**config.mk**
```make
export PLATFORM = sky130hd
export DESIGN_NAME = irq_nmi_request_front_end
export DESIGN_NICKNAME = d
export VERILOG_FILES = /design/src/irq_front_pkg.sv /design/src/irq_nmi_request_front_end.sv
export SDC_FILE = /design/constraint.sdc
export NUM_CORES = 1
export LEC_CHECK = 0
export BUFFER_PORTS_ARGS = -buffer_cell sky130_fd_sc_hd__buf_2
export CAP_MARGIN = 25
export CORE_MARGIN = 2
export CORE_UTILIZATION = 47
export CTS_CLUSTER_SIZE = 12
export DETAILED_ROUTE_END_ITERATION = 10
export PLACE_DENSITY = 0.87
export SYNTH_ARGS = -nofsm -noshare
export SYNTH_HDL_FRONTEND = slang
export SYNTH_SLANG_ARGS = --single-unit
```
**constraint.sdc**
```tcl
create_clock -name mclk -period 1.15 [get_ports mclk]
set_input_delay 0.0575 -clock mclk [delete_from_list [all_inputs] [get_ports mclk]]
set_output_delay 0.0575 -clock mclk [all_outputs]
set_load 0.02 [all_outputs]
```
**src/irq_front_pkg.sv**
```systemverilog
// shared constants and carrier types for the interrupt and nmi request front end
package irq_front_pkg;

  localparam int unsigned NUM_IO_REQ  = 6;   // request lines 2..7
  localparam int unsigned NUM_NMI_SRC = 3;

  // nmi status and enable bit positions
  localparam int unsigned NMI_BIT_COPROC = 0;
  localparam int unsigned NMI_BIT_CLOCK  = 1;
  localparam int unsigned NMI_BIT_POWER  = 2;

  localparam logic [5:0] IO_REQ_RESET     = 6'h00;
  localparam logic [2:0] NMI_STATUS_RESET = 3'h0;

  typedef struct packed {
    logic power_fail_nmi_in;
    logic clock_chip_nmi_in;
    logic coproc_error_nmi_in;
  } nmi_src_t;

  typedef struct packed {
    logic oe;   // high while the block pulls the pin low
    logic o;    // always low: open drain
  } od_drive_t;

endpackage

```
**src/irq_nmi_request_front_end.sv**
```systemverilog
// interrupt and nmi request front end with shared keyboard clock / request pin
`timescale 1ns/1ps

module irq_nmi_request_front_end (
  input  wire logic                  mclk,                  // 25 MHz clock
  input  wire logic                  rst,                   // sync reset, active high
  input  wire logic [5:0]            io_req_in,             // request lines 2..7 (bit 0 = line 2)
  input  wire logic [5:0]            io_req_ack,            // pulse: clears a latched request
  output logic      [5:0]            io_req_pending,        // latched requests 2..7
  input  wire irq_front_pkg::nmi_src_t nmi_src,             // three asynchronous nmi sources
  input  wire logic [2:0]            nmi_enable,            // per-source nmi enable
  input  wire logic                  nmi_status_clear,      // pulse: clears status bits given in mask
  input  wire logic [2:0]            nmi_clear_mask,        // which status bits to clear
  output logic      [2:0]            nmi_status,            // sticky nmi cause bits
  output logic                       nmi_out,               // nmi to the cpu, level
  input  wire logic                  ext_kbd_sel,           // config: external keyboard interface
  input  wire logic                  kbd_clock_or_request_pin_i, // shared pin level
  input  wire logic                  kbd_clock_drive_low,   // keyboard logic wants the clock low
  output logic                       kbd_clock_or_request_pin_o, // shared pin output value
  output logic                       kbd_clock_or_request_pin_oe, // shared pin output enable
  output logic                       kbd_serial_clock,      // pin as keyboard clock
  output logic                       shared_request_one,    // latched request one
  input  wire logic                  shared_request_one_ack, // pulse: clears request one
  input  wire logic                  kbd_serial_line_i,     // keyboard data pin level
  input  wire logic                  kbd_data_drive_low,    // keyboard logic wants data low
  output logic                       kbd_serial_line_o,     // data pin output value
  output logic                       kbd_serial_line_oe,    // data pin output enable
  output logic                       kbd_serial_data        // sampled keyboard data
);

  ////////////////////////////////////////////////////////////////////////////
  // shared helpers

  // rising edge of a level against its value one clock earlier
  function automatic logic rise_of(input logic now_level, input logic last_level);
    rise_of = now_level & ~last_level;
  endfunction

  // sticky bit: a set in the clear cycle wins, so no event is lost
  function automatic logic sticky_next(input logic cur, input logic set_now, input logic clr_now);
    sticky_next = set_now | (cur & ~clr_now);
  endfunction

  ////////////////////////////////////////////////////////////////////////////
  // mode decode

  // one configuration bit picks the pin personality; all below keys off it
  wire req_one_mode  = ext_kbd_sel;    // pin is shared request one
  wire kbd_mode      = ~ext_kbd_sel;   // pin is keyboard clock
  wire data_pin_live = kbd_mode;       // data pin serves the keyboard logic only

  ////////////////////////////////////////////////////////////////////////////
  // io request edge latches

  logic [5:0] io_req_prev;
  wire  [5:0] io_req_rise;
  wire  [5:0] next_io_req_pending;

  // devices keep the line high until acknowledged, so one edge is one request
  generate
    for (genvar i = 0; i < irq_front_pkg::NUM_IO_REQ; i++) begin : g_io
      assign io_req_rise[i]         = rise_of(io_req_in[i], io_req_prev[i]);
      // a new edge in the ack cycle wins over the ack
      assign next_io_req_pending[i] = sticky_next(io_req_pending[i], io_req_rise[i], io_req_ack[i]);

      always_ff @(posedge mclk) begin
        if (rst) begin
          io_req_prev[i] <= irq_front_pkg::IO_REQ_RESET[i];
        end else begin
          io_req_prev[i] <= io_req_in[i];
        end
      end

      always_ff @(posedge mclk) begin
        if (rst) begin
          io_req_pending[i] <= irq_front_pkg::IO_REQ_RESET[i];
        end else begin
          io_req_pending[i] <= next_io_req_pending[i];
        end
      end
    end
  endgenerate

  ////////////////////////////////////////////////////////////////////////////
  // nmi sources: two-flop synchroniser, edge detect, sticky status

  wire  [2:0] nmi_raw = nmi_src;
  logic [2:0] nmi_meta;
  logic [2:0] nmi_sync;
  logic [2:0] nmi_prev;
  wire  [2:0] nmi_rise;
  wire  [2:0] nmi_set;
  wire  [2:0] nmi_clr;
  wire  [2:0] next_nmi_status;

  generate
    for (genvar k = 0; k < irq_front_pkg::NUM_NMI_SRC; k++) begin : g_nmi
      // only the second stage reads the first; the first may be metastable
      always_ff @(posedge mclk) begin
        if (rst) begin
          nmi_meta[k] <= 1'h0;
          nmi_sync[k] <= 1'h0;
        end else begin
          nmi_meta[k] <= nmi_raw[k];
          nmi_sync[k] <= nmi_meta[k];
        end
      end

      always_ff @(posedge mclk) begin
        if (rst) begin
          nmi_prev[k] <= 1'h0;
        end else begin
          nmi_prev[k] <= nmi_sync[k];
        end
      end

      assign nmi_rise[k]        = rise_of(nmi_sync[k], nmi_prev[k]);
      // a disabled source records nothing and raises no nmi
      assign nmi_set[k]         = nmi_rise[k] & nmi_enable[k];
      assign nmi_clr[k]         = nmi_status_clear & nmi_clear_mask[k];
      assign next_nmi_status[k] = sticky_next(nmi_status[k], nmi_set[k], nmi_clr[k]);

      always_ff @(posedge mclk) begin
        if (rst) begin
          nmi_status[k] <= irq_front_pkg::NMI_STATUS_RESET[k];
        end else begin
          nmi_status[k] <= next_nmi_status[k];
        end
      end
    end
  endgenerate

  ////////////////////////////////////////////////////////////////////////////
  // nmi to the cpu

  wire coproc_cause = nmi_status[irq_front_pkg::NMI_BIT_COPROC];
  wire clock_cause  = nmi_status[irq_front_pkg::NMI_BIT_CLOCK];
  wire power_cause  = nmi_status[irq_front_pkg::NMI_BIT_POWER];

  // nmi stays asserted while any cause is still recorded; software reads
  // the status to tell them apart and clears the bits it has handled
  assign nmi_out = coproc_cause | clock_cause | power_cause;

  ////////////////////////////////////////////////////////////////////////////
  // shared keyboard clock / request one pin

  logic pin_prev;
  wire  pin_rise     = rise_of(kbd_clock_or_request_pin_i, pin_prev);
  wire  req_one_rise = req_one_mode & pin_rise;
  // leaving request mode drops a pending request so it cannot fire later
  wire  req_one_clr  = shared_request_one_ack | kbd_mode;
  wire  next_shared_request_one = sticky_next(shared_request_one, req_one_rise, req_one_clr);

  always_ff @(posedge mclk) begin
    if (rst) begin
      pin_prev <= 1'h0;
    end else begin
      pin_prev <= kbd_clock_or_request_pin_i;
    end
  end

  always_ff @(posedge mclk) begin
    if (rst) begin
      shared_request_one <= 1'h0;
    end else begin
      shared_request_one <= next_shared_request_one;
    end
  end

  // clock function only by default; in request mode the pin is input only
  assign kbd_serial_clock = kbd_mode & kbd_clock_or_request_pin_i;

  ////////////////////////////////////////////////////////////////////////////
  // open drain pin drivers

  // both pins only ever pull low, so the value is fixed and the enable decides
  irq_front_pkg::od_drive_t clock_pin_drive;
  irq_front_pkg::od_drive_t data_pin_drive;

  assign clock_pin_drive = '{oe: kbd_mode & kbd_clock_drive_low, o: 1'h0};
  assign data_pin_drive  = '{oe: data_pin_live & kbd_data_drive_low, o: 1'h0};

  assign kbd_clock_or_request_pin_o  = clock_pin_drive.o;
  assign kbd_clock_or_request_pin_oe = clock_pin_drive.oe;
  assign kbd_serial_line_o           = data_pin_drive.o;
  assign kbd_serial_line_oe          = data_pin_drive.oe;

  ////////////////////////////////////////////////////////////////////////////
  // keyboard data pin sample, frozen in external keyboard mode

  wire next_kbd_serial_data = data_pin_live ? kbd_serial_line_i : kbd_serial_data;

  always_ff @(posedge mclk) begin
    if (rst) begin
      kbd_serial_data <= 1'h1;
    end else begin
      kbd_serial_data <= next_kbd_serial_data;
    end
  end

endmodule // irq_nmi_request_front_end

```
======== Word-level counts from Yosys, hierarchy flattened ========
Index checks and enable logic that the tools add are counted.
cells by class
  bitwise logic cells ..................... 64
operators by type and width
  operator           number
  bitwise AND 1 bit  30
  inverter 1 bit     21
  bitwise OR 1 bit   13
storage, ports and cells
  register bits after elaboration ......... 27
  input port bits ......................... 30
  output and inout bits ................... 17

======== Longest topological paths before layout ========
Gate-level depths: netlist (run 1).
  depth after elaboration ................. 5
  depth in mapped cells ................... 3

======== Worst setup path after synthesis (run 1) ========
OpenSTA, ideal clock, no wires.
  path type ............................... flip-flop to output port
  start ................................... reg nmi_status[2] (netlist: power_cause)
  end ..................................... out nmi_out
  arrival time ............................ 0.757 ns
  required time ........................... 1.092 ns
  path slack .............................. 0.336 ns
  cell stages (with the launch flop) ...... 2
  buffers on the path ..................... 0
  cells stage by stage .................... dfxtp_1 -> or3_1
between the ends
  word-level cells in the longest chain between the ends .. 1
RTL lines
  item                              RTL line                          source
  start: declaration                irq_nmi_request_front_end.sv:14   output logic [2:0] nmi_status,
  start signal: indexed assignment  irq_nmi_request_front_end.sv:125  nmi_status[k] <= irq_front_pkg::NMI_STATUS_RESET[k];
  start signal: indexed assignment  irq_nmi_request_front_end.sv:127  nmi_status[k] <= next_nmi_status[k];
  bitwise OR 1 bit                  irq_nmi_request_front_end.sv:142  assign nmi_out = coproc_cause | clock_cause | power_cause;
  end: declaration                  irq_nmi_request_front_end.sv:15   output logic nmi_out,
Every way passes these cells.

======== Final worst setup path (run 1) ========
  start ................................... reg nmi_status[0] (netlist: coproc_cause)
  end ..................................... out nmi_out
between the ends
  word-level cells in the longest chain between the ends .. 2
RTL lines
  item                           RTL line
  bitwise OR 1 bit (2 in a row)  irq_nmi_request_front_end.sv:142
Every way passes these cells.

==> flow_metrics.env, run 1 <==
export IMPL_status="finished with violations"
export IMPL_violations="negative setup slack"
export IMPL_start_util_pct=49.2
export IMPL_die_width_um=48.9
export IMPL_via_per_inst=4.32
export IMPL_instances_no_fill=176
export IMPL_multi_input_area_um2=354
export IMPL_grt_overflow_total=0
export IMPL_fp_dieH_um=48.9
export IMPL_post_place_cells=154
export IMPL_cts_made_buffers=3
export IMPL_hp_class="in2reg"
export IMPL_cts_htree_levels=1
export IMPL_cellPowerDensity_nw_per_um2=1200
export IMPL_required_ns=1.09
export IMPL_p_total_uw=1650
export IMPL_synth_cell_type_count=16
export IMPL_vdd_drop_max_mv=0.839
export IMPL_drtIter0Drc=5
export IMPL_placed_area_um2=1160
export IMPL_place_gp_congestion=0.642
export IMPL_cts_buffer_depth=2
export IMPL_power_leakage_uw=0.000666
export IMPL_drc=0
export IMPL_fillerInstances=149
export IMPL_hpwl_um=1280
export IMPL_report_final_setup_viol=1
export IMPL_grt_use_met1_pct=17.6
export IMPL_grt_met2_usage_pct=29.2
export IMPL_core_area_um2=1920
export IMPL_endpoint_kind="output pin"
export IMPL_regArea_um2=544
export IMPL_insertion_delay_ns=0.32
export IMPL_grt_first_pass_wirelength_um=2970
export IMPL_avgSynthCellArea_um2=10.7
export IMPL_finalWirelength_um=1770
export IMPL_post_drt_wl_per_cell_um=10.1
export IMPL_vias=761
export IMPL_stdcell_area_um2=1380
export IMPL_grt_busiest_layer="met2"
export IMPL_core_rowCount=16
export IMPL_layout_common_cells="buf_2, dfxtp_1, nor2b_1, dlygate4sd3_1, nand2b_1"
export IMPL_post_route_min_period_ns=1.22
export IMPL_rsz0062_at_grt="true"
export IMPL_ys_seq_area_share_pct=57.1
export IMPL_yosys_warnings=0
export IMPL_start_kind="flop"
export IMPL_io_pins=47
export IMPL_drive_gt1_share_pct=38.9
export IMPL_grt_met3_usage_pct=2.45
export IMPL_clkSlewWorstSetupHoldPaths_ns=0.13
export IMPL_post_place_ws_ns=0.275
export IMPL_timing_fmax_mhz=821
export IMPL_postSynthCellCount=88
export IMPL_fin_ws_ns=-0.0673
export IMPL_cap_violations=0
export IMPL_critPathMaxFanout=2
export IMPL_clkSinkCount=27
export IMPL_tritoncts="done"
export IMPL_hold_viol=0
export IMPL_cts_root_buf="clkbuf_4"
export IMPL_timing_hold_ws_ns=0.0294
export IMPL_clock_skew_ns=0.00749
export IMPL_grt_max_degree=16
export IMPL_critPathKind="reg2out"
export IMPL_dr_pass1_iters=4
export IMPL_die_area_um2=2390
export IMPL_synth_area_um2=946
export IMPL_ant_nets=0
export IMPL_final_common_cell="buf_2"
export IMPL_grt_pass1_vias=718
export IMPL_io_buffers=44
export IMPL_antennaDiodeCount=0
export IMPL_nets=180
export IMPL_ys_seq_elements=27
export IMPL_post_route_period_util_pct=106
export IMPL_syn_to_final_growth_pct=45.6
export IMPL_antenna_found_initial=0
export IMPL_arrival_ns=1.16
export IMPL_final_max_slew_viol_count=0
export IMPL_track_usage_pct=16.0
## state kept, by name, summed over array words and instances, names as in the netlist
register / cells
clock_cause: 1
coproc_cause: 1
io_req_pending: 6
io_req_prev: 6
kbd_serial_data: 1
nmi_meta: 3
nmi_prev: 3
nmi_sync: 3
pin_prev: 1
power_cause: 1
shared_request_one: 1
## where the power goes
group          internal [uW]  switching [uW]  total [uW]
Combinational            147             115         262
Sequential               982            15.9         998
Clock                    130             257         387
Total                   1260             388        1650
## synth_stat cells (all sizes together)
cell / count / share of area [%]
a32o: 3 / 3.2
or3: 1 / 0.66
nand2: 4 / 1.6
conb: 1 / 0.40
dfxtp: 27 / 57
nor2b: 18 / 12
o211a: 1 / 1.1
and2b: 6 / 5.6
nand2b: 12 / 7.9
a21oi: 6 / 3.2
mux2i: 1 / 1.1
inv: 1 / 0.66
buf: 7 / 5.7
## area by class of cell
class	count	area share, %
clock buffer	3	1.63
clock inverter	1	0.363
inverter	1	0.454
multi-input combinational	54	25.7
sequential	27	39.5
tap	27	2.45
timing repair buffer	63	29.9
## layer usage
| metal | routed length (um) | share of wire (%) |
|---|---|---|
| met1 | 687 | 39 |
| met2 | 985 | 56 |
| met3 | 72 | 4.1 |
| met4 | 28 | 1.6 |
| met5 | 0 | 0 |
## kinds of logic after synthesis
logic type / after synthesis / share of synthesized area [%]
simple gates: 41 / 27.6
flops: 27 / 57.1
compound gates: 10 / 7.41
buf+inv: 8 / 6.35
mux: 1 / 1.06
other cells: 1 / 0.396
## final timing paths
check	startpoint	to	slack (ns)	cells past startpoint
setup / recovery	coproc_cause	nmi_out	-0.07	2
hold / removal	ext_kbd_sel	shared_request_one	0.03	2
setup reg to reg	nmi_sync[1]	clock_cause	0.38	2
hold reg to reg	nmi_meta[2]	nmi_sync[2]	0.45	1
## timing repair
action,4_1_cts,5_1_grt
setup endpoints to repair,1,1
hold buffers,17,0
gates cloned,0,0
hold endpoints to repair,17,0
setup buffers,1,0
pin swaps,1,0
gates resized for setup,4,2
## worst max-delay path, stage by stage (launching register included)
cell and delay [ns]:
dfxtp_2 0.34, or3_4 0.37, buf_6 0.14
## per-stage QoR
stage                     TNS, ns  utilization, %
after detailed placement        0            60.2
after global routing       -0.119            71.7
final                     -0.0673            71.7
after CTS                 -0.0890            71.4
after global placement          0            60.2
after floorplan                 0               -
No activity file was read; power rests on OpenSTA's default activity.
==> run 2, diff against run 1 <==
--- a/config.mk
+++ b/config.mk
@@ -5,13 +5,13 @@
 export SDC_FILE = /design/constraint.sdc
 export NUM_CORES = 1
 export LEC_CHECK = 0
-export BUFFER_PORTS_ARGS = -buffer_cell sky130_fd_sc_hd__buf_2
 export CAP_MARGIN = 25
 export CORE_MARGIN = 2
-export CORE_UTILIZATION = 47
+export CORE_UTILIZATION = 62
 export CTS_CLUSTER_SIZE = 12
 export DETAILED_ROUTE_END_ITERATION = 10
-export PLACE_DENSITY = 0.87
+export DONT_BUFFER_PORTS = 1
+export PLACE_DENSITY = 0.83
 export SYNTH_ARGS = -nofsm -noshare
 export SYNTH_HDL_FRONTEND = slang
 export SYNTH_SLANG_ARGS = --single-unit
==> run 2 against run 1 <==
Against the previous run: the flow still finishes with violations (negative setup slack); maximum frequency rose by 4.1%; wire length grew 8.7%; clock power is 1% lower; cell area down 5.5%; clock skew down 0.0046 ns; utilization rose by 17 points; worst setup slack better by 0.048 ns; combinational power fell by 25%; critical path depth decreased by 1; critical path type unchanged.
==> flow_metrics.env, run 2 (synthesized netlist as in run 1, its figures left out) <==
export IMPL_nets=152
export IMPL_met1_length_um=739
export IMPL_critPathMaxFanout=3
export IMPL_crit_family="simple AND/OR/NAND/NOR gates"
export IMPL_placed_area_um2=923
export IMPL_io_pins=47
export IMPL_r2r_start="nmi_meta[1]"
export IMPL_ant_nets=0
export IMPL_clock_skew_ns=0.00293
export IMPL_timing_fmax_mhz=855
export IMPL_core_area_um2=1470
export IMPL_fillerInstances=70
export IMPL_fp_dieH_um=43.1
export IMPL_multi_input_area_um2=354
export IMPL_post_route_min_period_ns=1.17
export IMPL_cts_buffer_depth=2
export IMPL_power_leakage_uw=0.000562
export IMPL_fin_ws_ns=-0.0195
export IMPL_met3_length_um=84
export IMPL_r2r_slack_ns=0.06
export IMPL_cellPowerDensity_nw_per_um2=1230
export IMPL_grt_pass1_vias=719
export IMPL_vias=683
export IMPL_grt_first_pass_wirelength_um=3150
export IMPL_place_gp_congestion=0.717
export IMPL_status="finished with violations"
export IMPL_drc=0
export IMPL_crit_start="clock_cause"
export IMPL_via_per_inst=4.99
export IMPL_clkSinkCount=27
export IMPL_core_rowCount=14
export IMPL_io_buffers=0
export IMPL_cts_made_buffers=3
export IMPL_rsz0062_at_grt="true"
export IMPL_instances_no_fill=137
export IMPL_top_regs="io_req_pending x6, io_req_prev x6"
export IMPL_rr_endpoint="nmi_sync[1]"
export IMPL_antennaDiodeCount=0
export IMPL_clkSlewWorstSetupHoldPaths_ns=0.13
export IMPL_die_area_um2=1850
export IMPL_insertion_delay_ns=0.31
export IMPL_cp_num_buf_inv=0
export IMPL_max_stage_delay_ns=0.41
export IMPL_cts_root_buf="clkbuf_4"
export IMPL_regArea_um2=546
export IMPL_hp_class="in2reg"
export IMPL_violations="negative setup slack"
export IMPL_track_usage_pct=23.2
export IMPL_antenna_found_initial=0
export IMPL_critPathKind="reg2out"
export IMPL_reg2regPathDepth=2
export IMPL_crit_chain="or3_4"
export IMPL_slowest_stage="or3_4"
export IMPL_cap_violations=0
export IMPL_grt_overflow_total=0
export IMPL_grt_max_degree=16
export IMPL_post_route_period_util_pct=102
export IMPL_start_kind="flop"
export IMPL_finalWirelength_um=1930
export IMPL_start_util_pct=64.3
export IMPL_syn_to_final_growth_pct=37.6
export IMPL_highest_layer="met3"
export IMPL_final_common_cell="dlygate4sd3_1"
export IMPL_post_drt_wl_per_cell_um=14.1
export IMPL_dr_wl_met2_um=1100
export IMPL_endpoint_kind="output pin"
export IMPL_final_max_slew_viol_count=0
export IMPL_tritoncts="done"
export IMPL_hold_viol=0
export IMPL_drtIter0Drc=4
export IMPL_hpwl_um=974
export IMPL_critPathCapture="nmi_out"
export IMPL_die_width_um=43.1
export IMPL_cts_htree_levels=1
export IMPL_layout_common_cells="dlygate4sd3_1, dfxtp_1, nor2b_1, nand2b_1, a21oi_1"
export IMPL_vdd_drop_max_mv=0.916
export IMPL_cp_depth=1
export IMPL_arrival_ns=1.11
export IMPL_required_ns=1.09
export IMPL_post_place_cells=99
export IMPL_dr_pass1_iters=4
export IMPL_report_final_setup_viol=1
export IMPL_drive_gt1_share_pct=9.92
export IMPL_stdcell_area_um2=1300
[run 2: cell types whose count changed in the layout (fill, tap and decap cells not counted)]
cell / delta
buf_2: -43
buf_4: -1
buf_6: -1
dfxtp_1: +1
dfxtp_2: -2
dfxtp_4: +1
dlygate4sd3_1: +17
[run 2: final cells by class]
| type | instances | area share, % |
|---|---|---|
| inverter | 1 | 0.481 |
| clock buffer | 3 | 1.73 |
| clock inverter | 1 | 0.385 |
| sequential | 27 | 41.9 |
| timing repair buffer | 35 | 26.7 |
| tap | 16 | 1.54 |
| multi-input combinational | 54 | 27.2 |
[run 2: per-layer routing]
metal | up-vias | global-route usage (%)
li1 | 339 | -
met1 | 320 | 25.6
met2 | 24 | 46.4
met3 | 0 | 2.55
met4 | 0 | 5.45
met5 | - | 0
[run 2: worst min-delay path by stage]
| stage | start | slack (ns) | cells after the start | to |
|---|---|---|---|---|
| floorplan | kbd_serial_line_i | 0.18 | 2 | kbd_serial_data |
| global placement | rst | 0.13 | 1 | io_req_pending[2] |
| detailed placement | rst | 0.13 | 1 | io_req_pending[3] |
| CTS | nmi_clear_mask[1] | 0.005 | 2 | clock_cause |
| global route | nmi_enable[2] | 0.001 | 2 | power_cause |
| finish | shared_request_one_ack | 0.01 | 2 | shared_request_one |
[run 2: stage by stage]
stage	setup slack [ns]	setup TNS (ns)	utilization, %	hold WS, ns	power (uW)
6_report	-0.0195	-0.0195	88.4	0.00968	1600
5_1_grt	-0.0516	-0.0516	88.4	0.00118	1670
4_1_cts	-0.0202	-0.0202	88.3	0.00508	1610
3_5_place_dp	0.252	0	62.8	0.132	1140
3_3_place_gp	0.258	0	62.8	0.129	1130
2_1_floorplan	0.336	0	-	0.181	1150
[run 2: worst reg2reg max path: stages (launching register included)]
cell           delay [ns]
dfxtp_1              0.32
nor2b_1              0.12
dlygate4sd3_1        0.55
[run 2: repair_timing]
item	4_1_cts	5_1_grt
setup endpoints to repair	1	1
resized for setup	3	1
hold endpoints to repair	27	0
setup buffers	0	0
hold buffers	34	0
[run 2: power breakdown]
part           switching (uW)  internal [uW]  total (uW)  leakage [uW]
clock network             252            130         382     0.0000177
registers                44.8            981        1030      0.000224
logic                    69.4            127         196      0.000320
